<file path="config.mk">
export PLATFORM = sky130hd
export DESIGN_NAME = ifsb_top
export DESIGN_NICKNAME = d
export VERILOG_FILES = /design/src/common/ifsb_pkg.sv /design/src/common/ifsb_flag_if.sv /design/src/ifsb_top.sv /design/src/ifsb_flag_reg.sv
export VERILOG_INCLUDE_DIRS = /design/src /design/src/common
export SDC_FILE = /design/constraint.sdc
export NUM_CORES = 1
export LEC_CHECK = 0
export BUFFER_PORTS_ARGS = -buffer_cell sky130_fd_sc_hd__buf_2
export CAP_MARGIN = 20
export CELL_PAD_IN_SITES_DETAIL_PLACEMENT = 1
export CELL_PAD_IN_SITES_GLOBAL_PLACEMENT = 2
export CORE_ASPECT_RATIO = 0.5
export CORE_UTILIZATION = 27
export CTS_CLUSTER_SIZE = 40
export DETAILED_ROUTE_END_ITERATION = 6
export PLACE_DENSITY = 0.87
export SYNTH_ARGS = -nofsm -noshare
export SYNTH_HDL_FRONTEND = slang
export SYNTH_HIERARCHICAL = 1
export SYNTH_SLANG_ARGS = --single-unit
</file>
<file path="constraint.sdc">
create_clock -name clk_sys -period 2.4 [get_ports clk_sys]
set_input_delay 0.24 -clock clk_sys [delete_from_list [all_inputs] [get_ports clk_sys]]
set_output_delay 0.24 -clock clk_sys [all_outputs]
set_load 0.1 [all_outputs]
</file>
<file path="src/common/ifsb_defines.svh">
`ifndef IFSB_DEFINES_SVH
`define IFSB_DEFINES_SVH

`define IFSB_OFF_FLAG0   5'h00
`define IFSB_OFF_FLAG1   5'h04
`define IFSB_OFF_FLAG2   5'h08
`define IFSB_OFF_EV_STAT 5'h0c
`define IFSB_OFF_EV_MASK 5'h10
`define IFSB_AW          5
`define IFSB_IMPL0       16'hffff
`define IFSB_IMPL1       16'hffff
`define IFSB_IMPL2       16'h1fff
`define IFSB_RST_FLAG    16'h0000
`define IFSB_EVW         4
`define IFSB_RST_EV      4'h0
`define IFSB_EV_REQ0     0
`define IFSB_EV_REQ1     1
`define IFSB_EV_REQ2     2
`define IFSB_EV_BUSERR   3
`define IFSB_FW          16
`define IFSB_PAD         16'h0000
`define IFSB_PAD_EV      28'h000_0000

`endif

</file>
<file path="src/common/ifsb_pkg.sv">
package ifsb_pkg;

	typedef logic [15:0] ifsb_word_t;

	typedef enum logic [1:0] {
		APB_IDLE   = 2'b01,
		APB_LOADED = 2'b10
	} ifsb_apb_e;

	typedef struct packed {
		logic change_notify_flag;
		logic bus_collision_flag;
		logic two_wire_done_flag;
		logic nonvolatile_write_done_flag;
		logic conversion_done_flag;
		logic serial1_transmit_flag;
		logic serial1_receive_flag;
		logic synchronous_serial1_flag;
		logic timer_three_flag;
		logic timer_two_flag;
		logic compare_two_flag;
		logic capture_two_flag;
		logic timer_one_flag;
		logic compare_one_flag;
		logic capture_one_flag;
		logic external_zero_flag;
	} ifsb_flags0_s;

	typedef struct packed {
		logic capture_six_flag;
		logic capture_five_flag;
		logic capture_four_flag;
		logic capture_three_flag;
		logic can_one_flag;
		logic synchronous_serial2_flag;
		logic serial2_transmit_flag;
		logic serial2_receive_flag;
		logic external_two_flag;
		logic timer_five_flag;
		logic timer_four_flag;
		logic compare_four_flag;
		logic compare_three_flag;
		logic capture_eight_flag;
		logic capture_seven_flag;
		logic external_one_flag;
	} ifsb_flags1_s;

	typedef struct packed {
		logic [2:0] unused_bits;
		logic       fault_b_flag;
		logic       fault_a_flag;
		logic       low_voltage_flag;
		logic       converter_interface_flag;
		logic       quadrature_encoder_flag;
		logic       motor_pulse_flag;
		logic       can_two_flag;
		logic       external_four_flag;
		logic       external_three_flag;
		logic       compare_eight_flag;
		logic       compare_seven_flag;
		logic       compare_six_flag;
		logic       compare_five_flag;
	} ifsb_flags2_s;

endpackage

</file>
<file path="src/common/ifsb_flag_if.sv">
`timescale 1ns/1ps
interface ifsb_flag_if;
	logic [15:0] req;
	logic        wr;
	logic [15:0] wdata;
	logic [15:0] wmask;
	logic [15:0] flags;
	logic        new_req;

	modport bank (input req, wr, wdata, wmask, output flags, new_req);
	modport ctrl (output req, wr, wdata, wmask, input flags, new_req);
endinterface

</file>
<file path="src/ifsb_top.sv">
// Decided for this implementation: the register addresses and the APB register port.
`timescale 1ns/1ps
`include "ifsb_defines.svh"
// Operation
// - flag reads 1 after request or after software writes 1, else 0
// - all implemented flag bits read/write, reset to 0
// - reg0 bits 15..8: change notify to serial1
// - reg0 bits 7..0: timer three to external0
// - reg1 bits 15..8: capture six to serial2
// - reg1 bits 7..0: external two to external1
// - reg2 bits 15..13 always read 0
// - reg2 bits 12..8: fault b to encoder
// - reg2 bits 7..2: pulse to compare seven
// - reg2 bits 1,0: compare six, compare five
module ifsb_top (
	input  wire logic                 clk_sys,
	input  wire logic                 rstn,
	input  wire logic                 ce,
	input  wire logic                 psel,
	input  wire logic                 penable,
	input  wire logic                 pwrite,
	input  wire logic [31:0]          paddr,
	input  wire logic [31:0]          pwdata,
	input  wire logic [3:0]           pstrb,
	output logic      [31:0]          prdata,
	output logic                      pready,
	output logic                      pslverr,
	input  wire ifsb_pkg::ifsb_flags0_s req_0,
	input  wire ifsb_pkg::ifsb_flags1_s req_1,
	input  wire ifsb_pkg::ifsb_flags2_s req_2,
	output ifsb_pkg::ifsb_flags0_s    flags_0,
	output ifsb_pkg::ifsb_flags1_s    flags_1,
	output ifsb_pkg::ifsb_flags2_s    flags_2,
	output logic                      irq
);
	import ifsb_pkg::*;

	localparam logic [15:0] IMPL_TAB [3] = '{
		`IFSB_IMPL0, `IFSB_IMPL1, `IFSB_IMPL2
	};
	localparam logic [4:0] OFF_TAB [3] = '{
		`IFSB_OFF_FLAG0, `IFSB_OFF_FLAG1, `IFSB_OFF_FLAG2
	};

	ifsb_apb_e                st;
	ifsb_apb_e                next_st;
	logic      [31:0]         rdata;
	logic      [31:0]         next_rdata;
	logic                     err;
	logic                     next_err;
	logic [`IFSB_EVW-1:0]     ev;
	logic [`IFSB_EVW-1:0]     next_ev;
	logic [`IFSB_EVW-1:0]     mask;
	logic [`IFSB_EVW-1:0]     next_mask;
	logic                     setup;
	logic                     acc_done;
	logic                     wr_done;
	logic                     hi_zero;
	logic      [4:0]          idx;
	ifsb_word_t               req_v   [3];
	ifsb_word_t               hreq_v  [3];
	ifsb_word_t               flag_v  [3];
	logic                     wr_v    [3];
	logic      [15:0]         wmask;

	ifsb_flag_if fi [3] ();

	// source-to-bit order is the struct field order
	assign req_v[0] = ifsb_word_t'(req_0);
	assign req_v[1] = ifsb_word_t'(req_1);
	assign req_v[2] = ifsb_word_t'(req_2);

	assign wmask   = {{8{pstrb[1]}}, {8{pstrb[0]}}};
	assign idx     = paddr[`IFSB_AW-1:0];
	assign hi_zero = (paddr[31:`IFSB_AW] == 27'h000_0000);

	for (genvar k = 0; k < 3; k++) begin : g_bank
		assign fi[k].req   = req_v[k];
		assign fi[k].wr    = wr_v[k];
		assign fi[k].wdata = pwdata[15:0];
		assign fi[k].wmask = wmask;
		assign flag_v[k]   = fi[k].flags;
		assign hreq_v[k]   = req_v[k] & IMPL_TAB[k];
		assign wr_v[k]     = wr_done && (idx == OFF_TAB[k]);

		ifsb_flag_reg #(
			.IMPL (IMPL_TAB[k])
		) u_flag (
			.clk_sys (clk_sys),
			.rstn    (rstn),
			.ce      (ce),
			.fl      (fi[k])
		);
	end

	assign flags_0 = ifsb_flags0_s'(flag_v[0]);
	assign flags_1 = ifsb_flags1_s'(flag_v[1]);
	assign flags_2 = ifsb_flags2_s'(flag_v[2]);

	// apb slave: read data and error are latched at the first edge of a
	// transfer that has clock enable high, answered one cycle later;
	// clock enable low in setup or access only stretches the wait
	assign setup    = psel && ce && (st == APB_IDLE);
	assign pready   = psel && penable && ce && (st == APB_LOADED);
	assign pslverr  = pready && err;
	assign acc_done = pready;
	assign wr_done  = acc_done && pwrite && !err;

	always_comb begin
		next_st    = st;
		next_rdata = rdata;
		next_err   = err;
		// one snapshot per transfer: a request that lands during the
		// access shows on the next read
		if (setup) begin
			next_st    = APB_LOADED;
			next_err   = 1'b0;
			next_rdata = 32'h0000_0000;
			unique case (idx)
				`IFSB_OFF_FLAG0: next_rdata = {`IFSB_PAD, flag_v[0]};
				`IFSB_OFF_FLAG1: next_rdata = {`IFSB_PAD, flag_v[1]};
				`IFSB_OFF_FLAG2: next_rdata = {`IFSB_PAD, flag_v[2]};
				`IFSB_OFF_EV_STAT: next_rdata = {`IFSB_PAD_EV, ev};
				`IFSB_OFF_EV_MASK: next_rdata = {`IFSB_PAD_EV, mask};
				default: next_err = 1'b1;
			endcase
			if (!hi_zero) begin
				next_err = 1'b1;
			end
			if (next_err) begin
				next_rdata = 32'h0000_0000;
			end
		end else if (acc_done) begin
			next_st = APB_IDLE;
		end
	end

	always_ff @(posedge clk_sys or negedge rstn) begin
		if (!rstn) begin
			st    <= APB_IDLE;
			rdata <= 32'h0000_0000;
			err   <= 1'b0;
		end else if (ce) begin
			st    <= next_st;
			rdata <= next_rdata;
			err   <= next_err;
		end
	end

	assign prdata = rdata;

	// event status: write one to clear, a new event in the same cycle
	// stays set
	always_comb begin
		next_ev   = ev;
		next_mask = mask;
		if (wr_done && pstrb[0]) begin
			if (idx == `IFSB_OFF_EV_STAT) begin
				next_ev = ev & ~pwdata[`IFSB_EVW-1:0];
			end
			if (idx == `IFSB_OFF_EV_MASK) begin
				next_mask = pwdata[`IFSB_EVW-1:0];
			end
		end
		if (fi[0].new_req) begin
			next_ev[`IFSB_EV_REQ0] = 1'b1;
		end
		if (fi[1].new_req) begin
			next_ev[`IFSB_EV_REQ1] = 1'b1;
		end
		if (fi[2].new_req) begin
			next_ev[`IFSB_EV_REQ2] = 1'b1;
		end
		if (acc_done && err) begin
			next_ev[`IFSB_EV_BUSERR] = 1'b1;
		end
	end

	always_ff @(posedge clk_sys or negedge rstn) begin
		if (!rstn) begin
			ev   <= `IFSB_RST_EV;
			mask <= `IFSB_RST_EV;
		end else if (ce) begin
			ev   <= next_ev;
			mask <= next_mask;
		end
	end

	// level output: stays high until software clears or masks every
	// pending event
	assign irq = |(ev & mask);

	// per bank: set, hold, write, set-wins and read-back of each word
	ifsb_word_t past_hreq  [3];
	ifsb_word_t wr_keep    [3];
	ifsb_word_t wr_new     [3];

	for (genvar k = 0; k < 3; k++) begin : g_chk
		assign past_hreq[k] = hreq_v[k];
		assign wr_keep[k]   = flag_v[k] & ~wmask;
		assign wr_new[k]    = pwdata[15:0] & wmask & IMPL_TAB[k];

	end
endmodule

</file>
<file path="src/ifsb_flag_reg.sv">
`timescale 1ns/1ps
`include "ifsb_defines.svh"
module ifsb_flag_reg #(
	parameter logic [15:0] IMPL = `IFSB_IMPL0
) (
	input  wire logic  clk_sys,
	input  wire logic  rstn,
	input  wire logic  ce,
	ifsb_flag_if.bank  fl
);
	import ifsb_pkg::*;

	ifsb_word_t flag;
	ifsb_word_t next_flag;

	for (genvar b = 0; b < `IFSB_FW; b++) begin : g_bit
		if (IMPL[b]) begin : g_impl
			always_comb begin
				next_flag[b] = flag[b];
				if (fl.wr && fl.wmask[b]) begin
					next_flag[b] = fl.wdata[b];
				end
				if (fl.req[b]) begin
					next_flag[b] = 1'b1;
				end
			end
		end else begin : g_unimpl
			assign next_flag[b] = 1'b0;
		end
	end

	always_ff @(posedge clk_sys or negedge rstn) begin
		if (!rstn) begin
			flag <= `IFSB_RST_FLAG;
		end else if (ce) begin
			flag <= next_flag;
		end
	end

	assign fl.flags   = flag;
	assign fl.new_req = |(fl.req & IMPL);
endmodule

</file>
# == Word-level counts from Yosys, hierarchy flattened ==
# Cells that the tools add are included.
# op_classes
n_reduce_logical,132
n_mux,103
eq_ne,6
bitwise,3
# op_table
cell,count
2-bit nonzero test,54
1-bit two-way mux,97
2-bit AND reduction,47
16-bit one-hot mux with 5 select lines,1
16-bit OR reduction,2
27-bit zero test,1
1-bit logical AND,18
16-bit two-way mux,1
3-bit AND reduction,5
13-bit OR reduction,1
5-bit by 4-bit == test with 1-bit output (second input constant),2
4-bit AND,2
4-bit two-way mux,2
5-bit by 3-bit == test with 1-bit output (second input constant),1
5-bit == test (second input constant),1
5-bit zero test,1
5-bit OR reduction,1
2-bit two-way mux,2
4-bit NOT,1
4-bit OR reduction,1
2-bit by 1-bit == test with 1-bit output (second input constant),1
2-bit == test (second input constant),1
1-bit zero test,1
# totals
wordCells,297
ff_bits,88
input_bits,122
out_inout_bits,83

# == Longest topological paths before layout ==
# Gate-level depths: netlist of run 1.
# logic_depth
ltp_word,9
depth_mapped,10
depth_no_buf,6

# == Modules after synthesis ==
# The synthesis of run 1 kept the hierarchy.
# modules_own_cells
module,cells_each,area_per_inst_um2,n_inst,seq_area_each_um2
ifsb_flag_reg at g_bank[0].u_flag ...,91,913.4,2,400.4
ifsb_top,160,1641.6,1,676.9
ifsb_flag_reg at g_bank[2].u_flag,79,773.2,1,325.3

# == Worst setup path after synthesis of run 1 ==
# No wires, ideal clock.
# synth_timing
path_type,flip-flop to flip-flop
start,register st[0]
end,register g_bank[1].u_flag.flag[11]
synth_period_minus_slack_ns,2.696
arrival_time_ns,2.613
slack_ns,-0.296
path_stages_with_launch,8
required_ns,2.317
setup_time_ns,0.083
n_path_buf,1
cell_sequence,dfstp_2 > and4b_1 > and2_0 > and3_1 > buf_6 > a21o_1 > a21oi_1 > a31oi_1
# synth_between
elab_chain_cells,8
# synth_rtl
element,line,text
"start, declared",ifsb_top.sv:45,ifsb_apb_e st;
"start signal, assigned",ifsb_top.sv:144,st <= next_st;
2-bit == test,ifsb_top.sv:104,assign pready = psel && penable && ce && (st == APB_LOADED);
1-bit logical AND,ifsb_top.sv:104,
via pready,ifsb_top.sv:26,"output logic pready,"
1-bit logical AND (2 in a row),ifsb_top.sv:107,assign wr_done = acc_done && pwrite && !err;
1-bit logical AND,ifsb_top.sv:84,assign wr_v[k] = wr_done && (idx == OFF_TAB[k]);
via fi[1].wr,ifsb_flag_if.sv:4,logic wr;
1-bit logical AND,ifsb_flag_reg.sv:20,if (fl.wr && fl.wmask[b]) begin
2-bit nonzero test (no line),n/a,
2-bit AND reduction (no line),n/a,
"end signal, assigned",ifsb_flag_reg.sv:34,flag <= `IFSB_RST_FLAG;
"end signal, assigned",ifsb_flag_reg.sv:36,flag <= next_flag;
"end, declared",ifsb_flag_reg.sv:13,ifsb_word_t flag;
# The timed path passes the listed nets, and every way through them passes these cells.
# A chain may end at the register's enable or synchronous reset.

# == Worst setup path after layout of run 1 ==
# layout_timing
start,register st[0]
end,register g_bank[1].u_flag.flag[0]
# layout_between
elab_chain_cells,8
# layout_rtl
element,line
2-bit == test,ifsb_top.sv:104
1-bit logical AND,ifsb_top.sv:104
1-bit logical AND (2 in a row),ifsb_top.sv:107
1-bit logical AND,ifsb_top.sv:84
via fi[1].wr,ifsb_flag_if.sv:4
1-bit logical AND,ifsb_flag_reg.sv:20
2-bit nonzero test (no line),n/a
2-bit AND reduction (no line),n/a
# The timed path passes the listed nets, and every way through them passes these cells.

==> results of run 1 <==
==> Yosys cell counts, drive strengths merged (8+ instances only) <==
master	count
a31oi	45
a222oi	12
nor4	17
dfrtp	71
nor3b	46
nand2	18
o21ai	18
a21oi	45
nand4	10
a21o	46
buf	41
mux2	8
==> worst paths after layout <==
path / end / slack (ps) / cells after the start / startpoint
min in group asynchronous: g_bank[1].u_flag/fl.flags[4]$_DFFE_PN0P_ / 470 / 3 / rstn
worst min register to register: prdata[5]$_DFFE_PN0P_ / 480 / 2 / prdata[5]$_DFFE_PN0P_
worst min-delay path: g_bank[0].u_flag/fl.flags[14]$_DFFE_PN0P_ / 230 / 3 / pwdata[14]
worst max-delay path: g_bank[1].u_flag/fl.flags[0]$_DFFE_PN0P_ / 260 / 7 / st[0]$_DFFE_PN1P_
max in group asynchronous: st[0]$_DFFE_PN1P_ / 1550 / 3 / rstn
worst max register to register: g_bank[1].u_flag/fl.flags[0]$_DFFE_PN0P_ / 260 / 7 / st[0]$_DFFE_PN1P_
==> registers in the layout (all words and copies together), names as in the netlist <==
signal / flops
mask: 4
err: 1
prdata: 16
ev: 4
st: 2
g_bank.u_flag/fl.flags: 45
==> area by class of cell <==
cell class | count | area [µm²]
Fill cell | 1794 | 9380
Inverter | 1 | 3.75
Clock inverter | 5 | 104
Sequential cell | 72 | 1800
Clock buffer | 11 | 243
Tap cell | 198 | 248
Antenna cell | 1 | 2.50
Multi-Input combinational cell | 320 | 2120
Timing Repair Buffer | 179 | 991
==> power by group through the flow <==
stage | Combinational, mW | Sequential (mW) | Clock [mW]
floorplan | 0.349 | 1.30 | 0
global placement | 0.554 | 1.31 | 0
detailed placement | 0.565 | 1.31 | 0
CTS | 0.571 | 1.29 | 1.59
global route | 0.611 | 1.29 | 1.63
finish | 0.573 | 1.29 | 1.57
==> metal layers <==
layer / track usage [%] / part of all wire [%] / vias up
li1: - / - / 1960
met1: 28.5 / 44 / 2190
met2: 32.4 / 47 / 151
met3: 3.75 / 6.9 / 27
met4: 7.56 / 2.1 / 2
met5: 0 / 0.048 / -
==> timing repair <==
action | 4_1_cts | 5_1_grt
setup endpoints to repair | 0 | 0
hold buffers | 1 | 0
endpoints found under the hold margin | 71 | 0
==> stage by stage <==
step                cells  worst slack [ps]
floorplan             438              49.1
global placement      769               347
detailed placement    769               247
CTS                   786               290
global route          787               119
finish                787               261
==> worst max-delay path, delay by kind of cell, from the launching register on <==
family	cells	cell delay [ps]
AO/OA/AOI/OAI	3	430
buffers and inverters	1	360
flip-flops	1	380
AND/OR/NAND/NOR	3	880
==> kinds of logic after synthesis <==
family | Yosys count | share of synthesized area, %
other | 2 | 0.177
buffers and inverters | 46 | 8.97
flip-flops | 72 | 42.5
AND/OR/NAND/NOR | 113 | 18.1
AO/OA/AOI/OAI | 180 | 28.1
multiplexers | 8 | 2.12
==> flow_metrics.py, run 1 <==
metrics = {
    "clocking": {
        "cts_root_buf": "clkbuf_16",
        "ctsLongestPathBuffers": 2,
        "h-tree-depth": 3,
        "cts-resized-gates": 0,
        "numCtsBuffers": 9,
        "clk_pin_slew_ps": 60,
        "post-cts-setup-buffers": 0,
        "cts_tree": "yes",
        "cts_sinks": 72,
        "clock_latency_ps": 340,
    },
    "global_routing": {
        "grt_pass1_vias": 4388,
        "grt_pass1_wl_um": 25700,
        "grt.overflow.total": 0,
        "antenna_found_initial": 1,
        "grt_start_max_net_pins": 73,
        "track_usage_pct": 20.8,
    },
    "detailed_routing": {
        "wl_per_cell_um": 21.1,
        "via_count": 4330,
        "wirelength_um": 16600,
        "drc": 6,
        "viasPerCell": 5.50,
        "final_antenna_net_count": 0,
        "drt_iter0_markers": 369,
        "dr.pass1.iters": 7,
    },
    "finish": {
        "final_net_count": 705,
        "layout_commonest_cell": "buf_2",
        "syn_to_final_growth_pct": 30.1,
        "post-route-util_pct": 37.0,
        "finalInstanceArea_mm2": 0.00552,
        "layout_common_cells": "162 x buf_2, 71 x dfrtp_1, 45 x a21oi_1, 45 x a31oi_1, 44 x nor3b_1",
        "drive_gt1_share_pct": 36.1,
    },
    "flow_run": {
        "maxCapViolCount": 0,
    },
    "yosys": {
        "synth.distinct_cells": 44,
        "yosysTopAreaCell": "dfrtp_1",
        "synth_edf_count": 0,
        "synth_area_mm2": 0.00424,
        "synthDominantCellAreaShare_pct": 41.9,
        "ys_ff_latch": 72,
        "async_flop_share_pct": 100,
        "synth_cells": 421,
        "ys_warn_count": 6,
        "synth.area.top_cells": "dfrtp_1 42%, nor3b_1 7.8%, a21o_1 7.1%",
        "syn_avg_cell_area_um2": 10.1,
        "synth-main-ff-cell": "dfrtp_1",
        "yosysSeqAreaShare_pct": 42.5,
    },
    "power_and_ir_drop": {
        "p_sw_share_pct": 27.8,
        "total_power_mw": 3.43,
        "seq_power_share_pct": 37.5,
        "clkPwrFrac_pct": 45.8,
        "intPower_mw": 2.48,
        "switching_power_mw": 0.955,
        "powerDensity_mw_per_mm2": 622,
        "p_comb_share_pct": 16.7,
        "p_leak_nw": 2.40,
        "ir_worst_vdd_mv": 0.340,
    },
    "placement": {
        "hpwl_um": 12000,
        "place.gp.congestion": 0.851,
        "io_buffers": 164,
        "postPlaceCellArea_mm2": 0.00516,
    },
    "sta": {
        "fin_crit_ps": 2140,
        "skew_ps": 6.40,
        "tightest_slew_ps": 806,
        "timing.hold.ws_ps": 231,
        "setup_viol": 0,
        "rsz0062_at_grt": "false",
        "slew_viol_final": 0,
        "min_period_over_period_pct": 89.1,
        "fmax_mhz": 468,
        "fin_tns_setup_ps": 0,
        "hold_viol": 0,
        "max_slew_margin_pct": 46.3,
    },
    "hold_path": {
        "hp-class": "primary input to register",
    },
    "critical_path": {
        "critPathCaptureType": "register",
        "arrival_ps": 2390,
        "critPathMaxStageDelay_ps": 430,
        "path_class": "register to register",
        "start_kind": "register",
        "cp.required_ps": 2650,
        "cp_slowest_cell": "and3_1",
        "cp_max_fo": 22,
        "cp_cell_sequence": "and4b_1, and2_1, and3_1, buf_4, a21o_1, a21oi_1, a31oi_1",
    },
    "floorplanning": {
        "die_w_um": 179,
        "start_util_pct": 28.5,
        "ios": 205,
        "die_h_um": 90.6,
        "core_area_mm2": 0.0149,
        "placementRows": 31,
        "die_area_mm2": 0.0162,
    },
    "status": {
        "violations": "DRC",
        "run_status": "finished, violations left",
    },
}
(Power assumes the default switching activity.)
==> run 2, diff against run 1 <==
--- a/config.mk
+++ b/config.mk
@@ -11,6 +11,7 @@
 export CELL_PAD_IN_SITES_DETAIL_PLACEMENT = 1
 export CELL_PAD_IN_SITES_GLOBAL_PLACEMENT = 2
 export CORE_ASPECT_RATIO = 0.5
+export CORE_MARGIN = 2
 export CORE_UTILIZATION = 27
 export CTS_CLUSTER_SIZE = 40
 export DETAILED_ROUTE_END_ITERATION = 6
==> flow_metrics.py, run 2 (synthesized netlist as in run 1, its figures left out) <==
metrics = {
    "status": {
        "run_status": "finished, final reports clean",
    },
    "clocking": {
        "cts_sinks": 72,
        "cts-resized-gates": 0,
        "numCtsBuffers": 9,
        "h-tree-depth": 3,
        "cts_tree": "yes",
        "post-cts-setup-buffers": 0,
        "ctsLongestPathBuffers": 2,
        "clock_latency_ps": 330,
        "cts_root_buf": "clkbuf_16",
        "clk_pin_slew_ps": 60,
    },
    "sta": {
        "min_period_over_period_pct": 85.4,
        "fin_tns_setup_ps": 0,
        "tightest_slew_ps": 829,
        "hold_viol": 0,
        "max_slew_margin_pct": 44.8,
        "setup_viol": 0,
        "fin_crit_ps": 2050,
        "skew_ps": 5.10,
        "slew_viol_final": 0,
        "fmax_mhz": 488,
        "setup_ws_ps": 350,
        "timing.hold.ws_ps": 234,
        "rsz0062_at_grt": "false",
    },
    "detailed_routing": {
        "drt_iter0_markers": 260,
        "viasPerCell": 5.38,
        "routed.top_layer": "met4",
        "dr_wl_met3_um": 966,
        "final_antenna_net_count": 0,
        "dr.pass1.iters": 5,
        "via_count": 4263,
        "wirelength_um": 16400,
        "wl_per_cell_um": 20.7,
        "wl_met1_um": 7020,
        "drc": 0,
        "wl_met2_um": 8160,
    },
    "power_and_ir_drop": {
        "clkPwrFrac_pct": 40.1,
        "p_sw_share_pct": 29.6,
        "seq_power_share_pct": 41.5,
        "ir_worst_vdd_mv": 0.237,
        "p_leak_nw": 2.36,
        "switching_power_mw": 0.918,
        "intPower_mw": 2.18,
        "powerDensity_mw_per_mm2": 569,
        "p_comb_share_pct": 18.4,
    },
    "critical_path": {
        "startpoint": "st[0]$_DFFE_PN1P_",
        "crit_end": "g_bank[1].u_flag/fl.flags[14]$_DFFE_PN0P_",
        "path_class": "register to register",
        "r2r_cells": 7,
        "worst_r2r_startpoint": "st[0]$_DFFE_PN1P_",
        "cp_cell_sequence": "and4b_1, and2_1, and3_1, buf_4, a21o_2, a21oi_1, a31oi_1",
        "cp_slowest_cell": "dfstp_2",
        "critPathMaxStageDelay_ps": 550,
        "r2r-end": "g_bank[1].u_flag/fl.flags[14]$_DFFE_PN0P_",
        "cp.required_ps": 2560,
        "critPathCaptureType": "register",
        "rrSetupSlack_ps": 350,
        "start_kind": "register",
        "arrival_ps": 2210,
        "cp_max_fo": 24,
    },
    "floorplanning": {
        "die_w_um": 181,
        "core_area_mm2": 0.0154,
        "die_h_um": 92.6,
        "die_area_mm2": 0.0168,
        "placementRows": 32,
        "ios": 205,
        "start_util_pct": 27.6,
    },
    "placement": {
        "postPlaceCellArea_mm2": 0.00517,
        "place.gp.congestion": 0.861,
        "io_buffers": 164,
        "dp_worst_setup_slack_ps": 355,
        "hpwl_um": 11900,
    },
    "finish": {
        "multi_input_area_mm2": 0.00212,
        "layout_common_cells": "161 x buf_2, 71 x dfrtp_1, 45 x a21oi_1, 45 x a31oi_1, 44 x nor3b_1",
        "layout_commonest_cell": "buf_2",
        "fill_cells": 1853,
        "post-route-util_pct": 35.5,
        "finalInstanceArea_mm2": 0.00545,
        "final_net_count": 706,
        "drive_gt1_share_pct": 35.5,
        "final-seq-area_mm2": 0.00180,
        "antennaDiodeCount": 0,
        "syn_to_final_growth_pct": 28.6,
        "largest_reg_flops": 45,
    },
    "global_routing": {
        "grt_pass1_wl_um": 25600,
        "track_usage_pct": 19.6,
        "antenna_found_initial": 0,
        "grt_start_max_net_pins": 73,
        "grt_pass1_vias": 4513,
        "grt.overflow.total": 0,
    },
    "hold_path": {
        "hp-class": "primary input to register",
        "min_path_cells": 3,
    },
    "flow_run": {
        "maxCapViolCount": 0,
    },
}
==> run 2: how the worst min path moves through the flow <==
stage	from	end
after floorplan	rstn	err$_DFFE_PN0P_
after global placement	rstn	prdata[12]$_DFFE_PN0P_
after detailed placement	rstn	g_bank[1].u_flag/fl.flags[13]$_DFFE_PN0P_
after CTS	pwdata[13]	g_bank[1].u_flag/fl.flags[13]$_DFFE_PN0P_
after global routing	pwdata[15]	g_bank[1].u_flag/fl.flags[15]$_DFFE_PN0P_
final	pwdata[13]	g_bank[1].u_flag/fl.flags[13]$_DFFE_PN0P_
==> run 2: power groups by stage <==
stage	Combinational (mW)	Clock [mW]	Sequential [mW]
2_1_floorplan	0.349	0	1.30
3_3_place_gp	0.558	0	1.31
3_5_place_dp	0.570	0	1.31
4_1_cts	0.574	1.27	1.29
5_1_grt	0.614	1.31	1.30
6_report	0.572	1.24	1.29
==> run 2: layout make-up <==
class | instances | share of cell area (%)
repair buffers | 180 | 18.4
inverters | 1 | 0.0688
clock buffers | 15 | 4.91
well taps | 204 | 4.68
flip-flops and latches | 72 | 33.1
multi-input cells | 320 | 38.9
==> run 2: metal layers <==
| metal | vias to the layer above | global-route usage [%] |
|---|---|---|
| met5 | - | 0 |
| met3 | 25 | 3.70 |
| met4 | 0 | 5.56 |
| met1 | 2138 | 25.1 |
| met2 | 152 | 33.8 |
| li1 | 1948 | - |
==> run 2: worst max-delay path: cells and delay by family (launching register included) <==
family	cells	cell delay (ps)
buf+inv	1	230
flops	1	550
simple gates	3	660
compound gates	3	420
==> run 2: through the flow <==
step | instances | power [mW]
after detailed placement | 776 | 1.88
after global placement | 776 | 1.86
after global routing | 792 | 3.22
after floorplan | 438 | 1.65
after CTS | 792 | 3.13
final | 792 | 3.10
==> run 2: timing repair <==
action | 4_1_cts | 5_1_grt
hold buffers | 1 | 0
setup endpoints to repair | 0 | 0
endpoints found under the hold margin | 71 | 0
==> run 3, diff against run 2 <==
--- a/config.mk
+++ b/config.mk
@@ -6,6 +6,7 @@
 export SDC_FILE = /design/constraint.sdc
 export NUM_CORES = 1
 export LEC_CHECK = 0
+export ABC_CLOCK_PERIOD_IN_PS = 2400
 export BUFFER_PORTS_ARGS = -buffer_cell sky130_fd_sc_hd__buf_2
 export CAP_MARGIN = 20
 export CELL_PAD_IN_SITES_DETAIL_PLACEMENT = 1
@@ -16,6 +17,7 @@
 export CTS_CLUSTER_SIZE = 40
 export DETAILED_ROUTE_END_ITERATION = 6
 export PLACE_DENSITY = 0.87
+export RECOVER_POWER = 100
 export SYNTH_ARGS = -nofsm -noshare
 export SYNTH_HDL_FRONTEND = slang
 export SYNTH_HIERARCHICAL = 1
==> flow_metrics.py, run 3 (synthesized netlist as in run 1, its figures left out) <==
metrics = {
    "global_routing": {
        "grt.overflow.total": 0,
        "grt_pass1_vias": 4513,
        "antenna_found_initial": 0,
        "track_usage_pct": 19.6,
        "grt_pass1_wl_um": 25600,
        "grt_start_max_net_pins": 73,
    },
    "flow_run": {
        "maxCapViolCount": 0,
    },
    "sta": {
        "setup_viol": 0,
        "max_slew_margin_pct": 17.5,
        "fin_tns_setup_ps": 0,
        "timing.hold.ws_ps": 236,
        "min_period_over_period_pct": 89.4,
        "rsz0062_at_grt": "false",
        "tightest_slew_ps": 1240,
        "hold_viol": 0,
        "skew_ps": 5.77,
        "slew_viol_final": 0,
        "setup_ws_ps": 254,
        "fmax_mhz": 466,
        "fin_crit_ps": 2150,
    },
    "detailed_routing": {
        "drt_iter0_markers": 274,
        "drc": 0,
        "wl_per_cell_um": 20.8,
        "final_antenna_net_count": 0,
        "wirelength_um": 16500,
        "viasPerCell": 5.41,
        "via_count": 4286,
        "dr.pass1.iters": 4,
    },
    "finish": {
        "layout_common_cells": "99 x buf_2, 71 x dfrtp_1, 67 x clkbuf_1, 45 x a21oi_1, 45 x a31oi_1",
        "syn_to_final_growth_pct": 25.3,
        "post-route-util_pct": 34.6,
        "final_net_count": 706,
        "drive_gt1_share_pct": 24.7,
        "finalInstanceArea_mm2": 0.00532,
        "antennaDiodeCount": 0,
        "stdcell_count": 792,
        "largest_reg_flops": 45,
        "layout_commonest_cell": "buf_2",
    },
    "floorplanning": {
        "placementRows": 32,
        "start_util_pct": 27.6,
        "ios": 205,
        "die_w_um": 181,
        "die_h_um": 92.6,
        "die_area_mm2": 0.0168,
        "core_area_mm2": 0.0154,
    },
    "critical_path": {
        "start_kind": "register",
        "crit_end": "g_bank[0].u_flag/fl.flags[14]$_DFFE_PN0P_",
        "r2r_cells": 7,
        "path_class": "register to register",
        "critPathCaptureType": "register",
        "rrSetupSlack_ps": 250,
        "cp.required_ps": 2570,
        "arrival_ps": 2310,
        "r2r-end": "g_bank[0].u_flag/fl.flags[14]$_DFFE_PN0P_",
        "worst_r2r_startpoint": "st[0]$_DFFE_PN1P_",
        "cp_max_fo": 32,
        "startpoint": "st[0]$_DFFE_PN1P_",
    },
    "placement": {
        "io_buffers": 164,
        "dp_worst_setup_slack_ps": 355,
        "postPlaceCellArea_mm2": 0.00517,
        "hpwl_um": 11900,
        "place.gp.congestion": 0.861,
        "dp.cells": 776,
    },
    "clocking": {
        "ctsLongestPathBuffers": 2,
        "clock_latency_ps": 330,
        "numCtsBuffers": 9,
        "cts_hold_buf": 1,
        "clk_pin_slew_ps": 60,
        "cts-resized-gates": 0,
        "post-cts-setup-buffers": 0,
        "cts_sinks": 72,
        "cts_root_buf": "clkbuf_16",
        "h-tree-depth": 3,
        "cts_tree": "yes",
    },
    "power_and_ir_drop": {
        "p_sw_share_pct": 29.8,
        "p_comb_share_pct": 18.1,
        "switching_power_mw": 0.921,
        "total_power_mw": 3.09,
        "seq_power_share_pct": 41.6,
        "powerDensity_mw_per_mm2": 581,
        "ir_worst_vdd_mv": 0.236,
        "p_leak_nw": 2.22,
        "clkPwrFrac_pct": 40.3,
        "intPower_mw": 2.17,
    },
    "status": {
        "run_status": "finished, final reports clean",
    },
    "hold_path": {
        "hp-class": "primary input to register",
    },
}
-- run 3: cell types whose count changed in the layout (fill, tap and decap cells not counted) --
| cell | delta |
|---|---|
| dfstp_1 | +1 |
| buf_4 | -2 |
| o21ai_0 | +12 |
| o21ai_1 | -12 |
| clkbuf_4 | +3 |
| buf_2 | -62 |
| clkbuf_1 | +63 |
| buf_12 | -4 |
| clkbuf_2 | +2 |
| dfstp_2 | -1 |
-- run 3: routing by layer --
metal  part of all wire (%)  global-route usage (%)  up-vias
li1                       -                       -     1947
met1                     44                    25.1     2180
met2                     49                    33.8      128
met3                    4.5                    3.70       31
met4                    2.2                    5.56        0
met5                      0                       0        -
-- run 3: worst min path at each step --
stage                    start                                         to  slack (ps)  cells after the start
finish              pwdata[13]  g_bank[1].u_flag/fl.flags[13]$_DFFE_PN0P_         240                      3
floorplan                 rstn                            err$_DFFE_PN0P_         -60                      0
global route        pwdata[15]  g_bank[1].u_flag/fl.flags[15]$_DFFE_PN0P_         250                      3
detailed placement        rstn  g_bank[1].u_flag/fl.flags[13]$_DFFE_PN0P_         300                      2
global placement          rstn                     prdata[12]$_DFFE_PN0P_         290                      2
CTS                 pwdata[13]  g_bank[1].u_flag/fl.flags[13]$_DFFE_PN0P_         240                      3
-- run 3: power by group through the flow --
stage	Clock, mW	Combinational, mW	Sequential, mW
4_1_cts	1.27	0.574	1.29
2_1_floorplan	0	0.349	1.30
5_1_grt	1.31	0.599	1.29
3_3_place_gp	0	0.558	1.31
3_5_place_dp	0	0.570	1.31
6_report	1.25	0.558	1.29
-- run 3: final cells by class --
| class | instances | area [µm²] |
|---|---|---|
| flip-flops and latches | 72 | 1800 |
| repair buffers | 180 | 865 |
| clock buffers | 15 | 268 |
| well taps | 204 | 255 |
| fillers | 1886 | 10100 |
| multi-input cells | 320 | 2120 |
| inverters | 1 | 3.75 |
-- run 3: critical path: stages (launching register included) --
cell      delay (ps)
dfstp_1          570
and4b_1          230
and2_1           230
and3_1           170
clkbuf_4         300
a21o_2           280
a21oi_1          130
a31oi_1           50
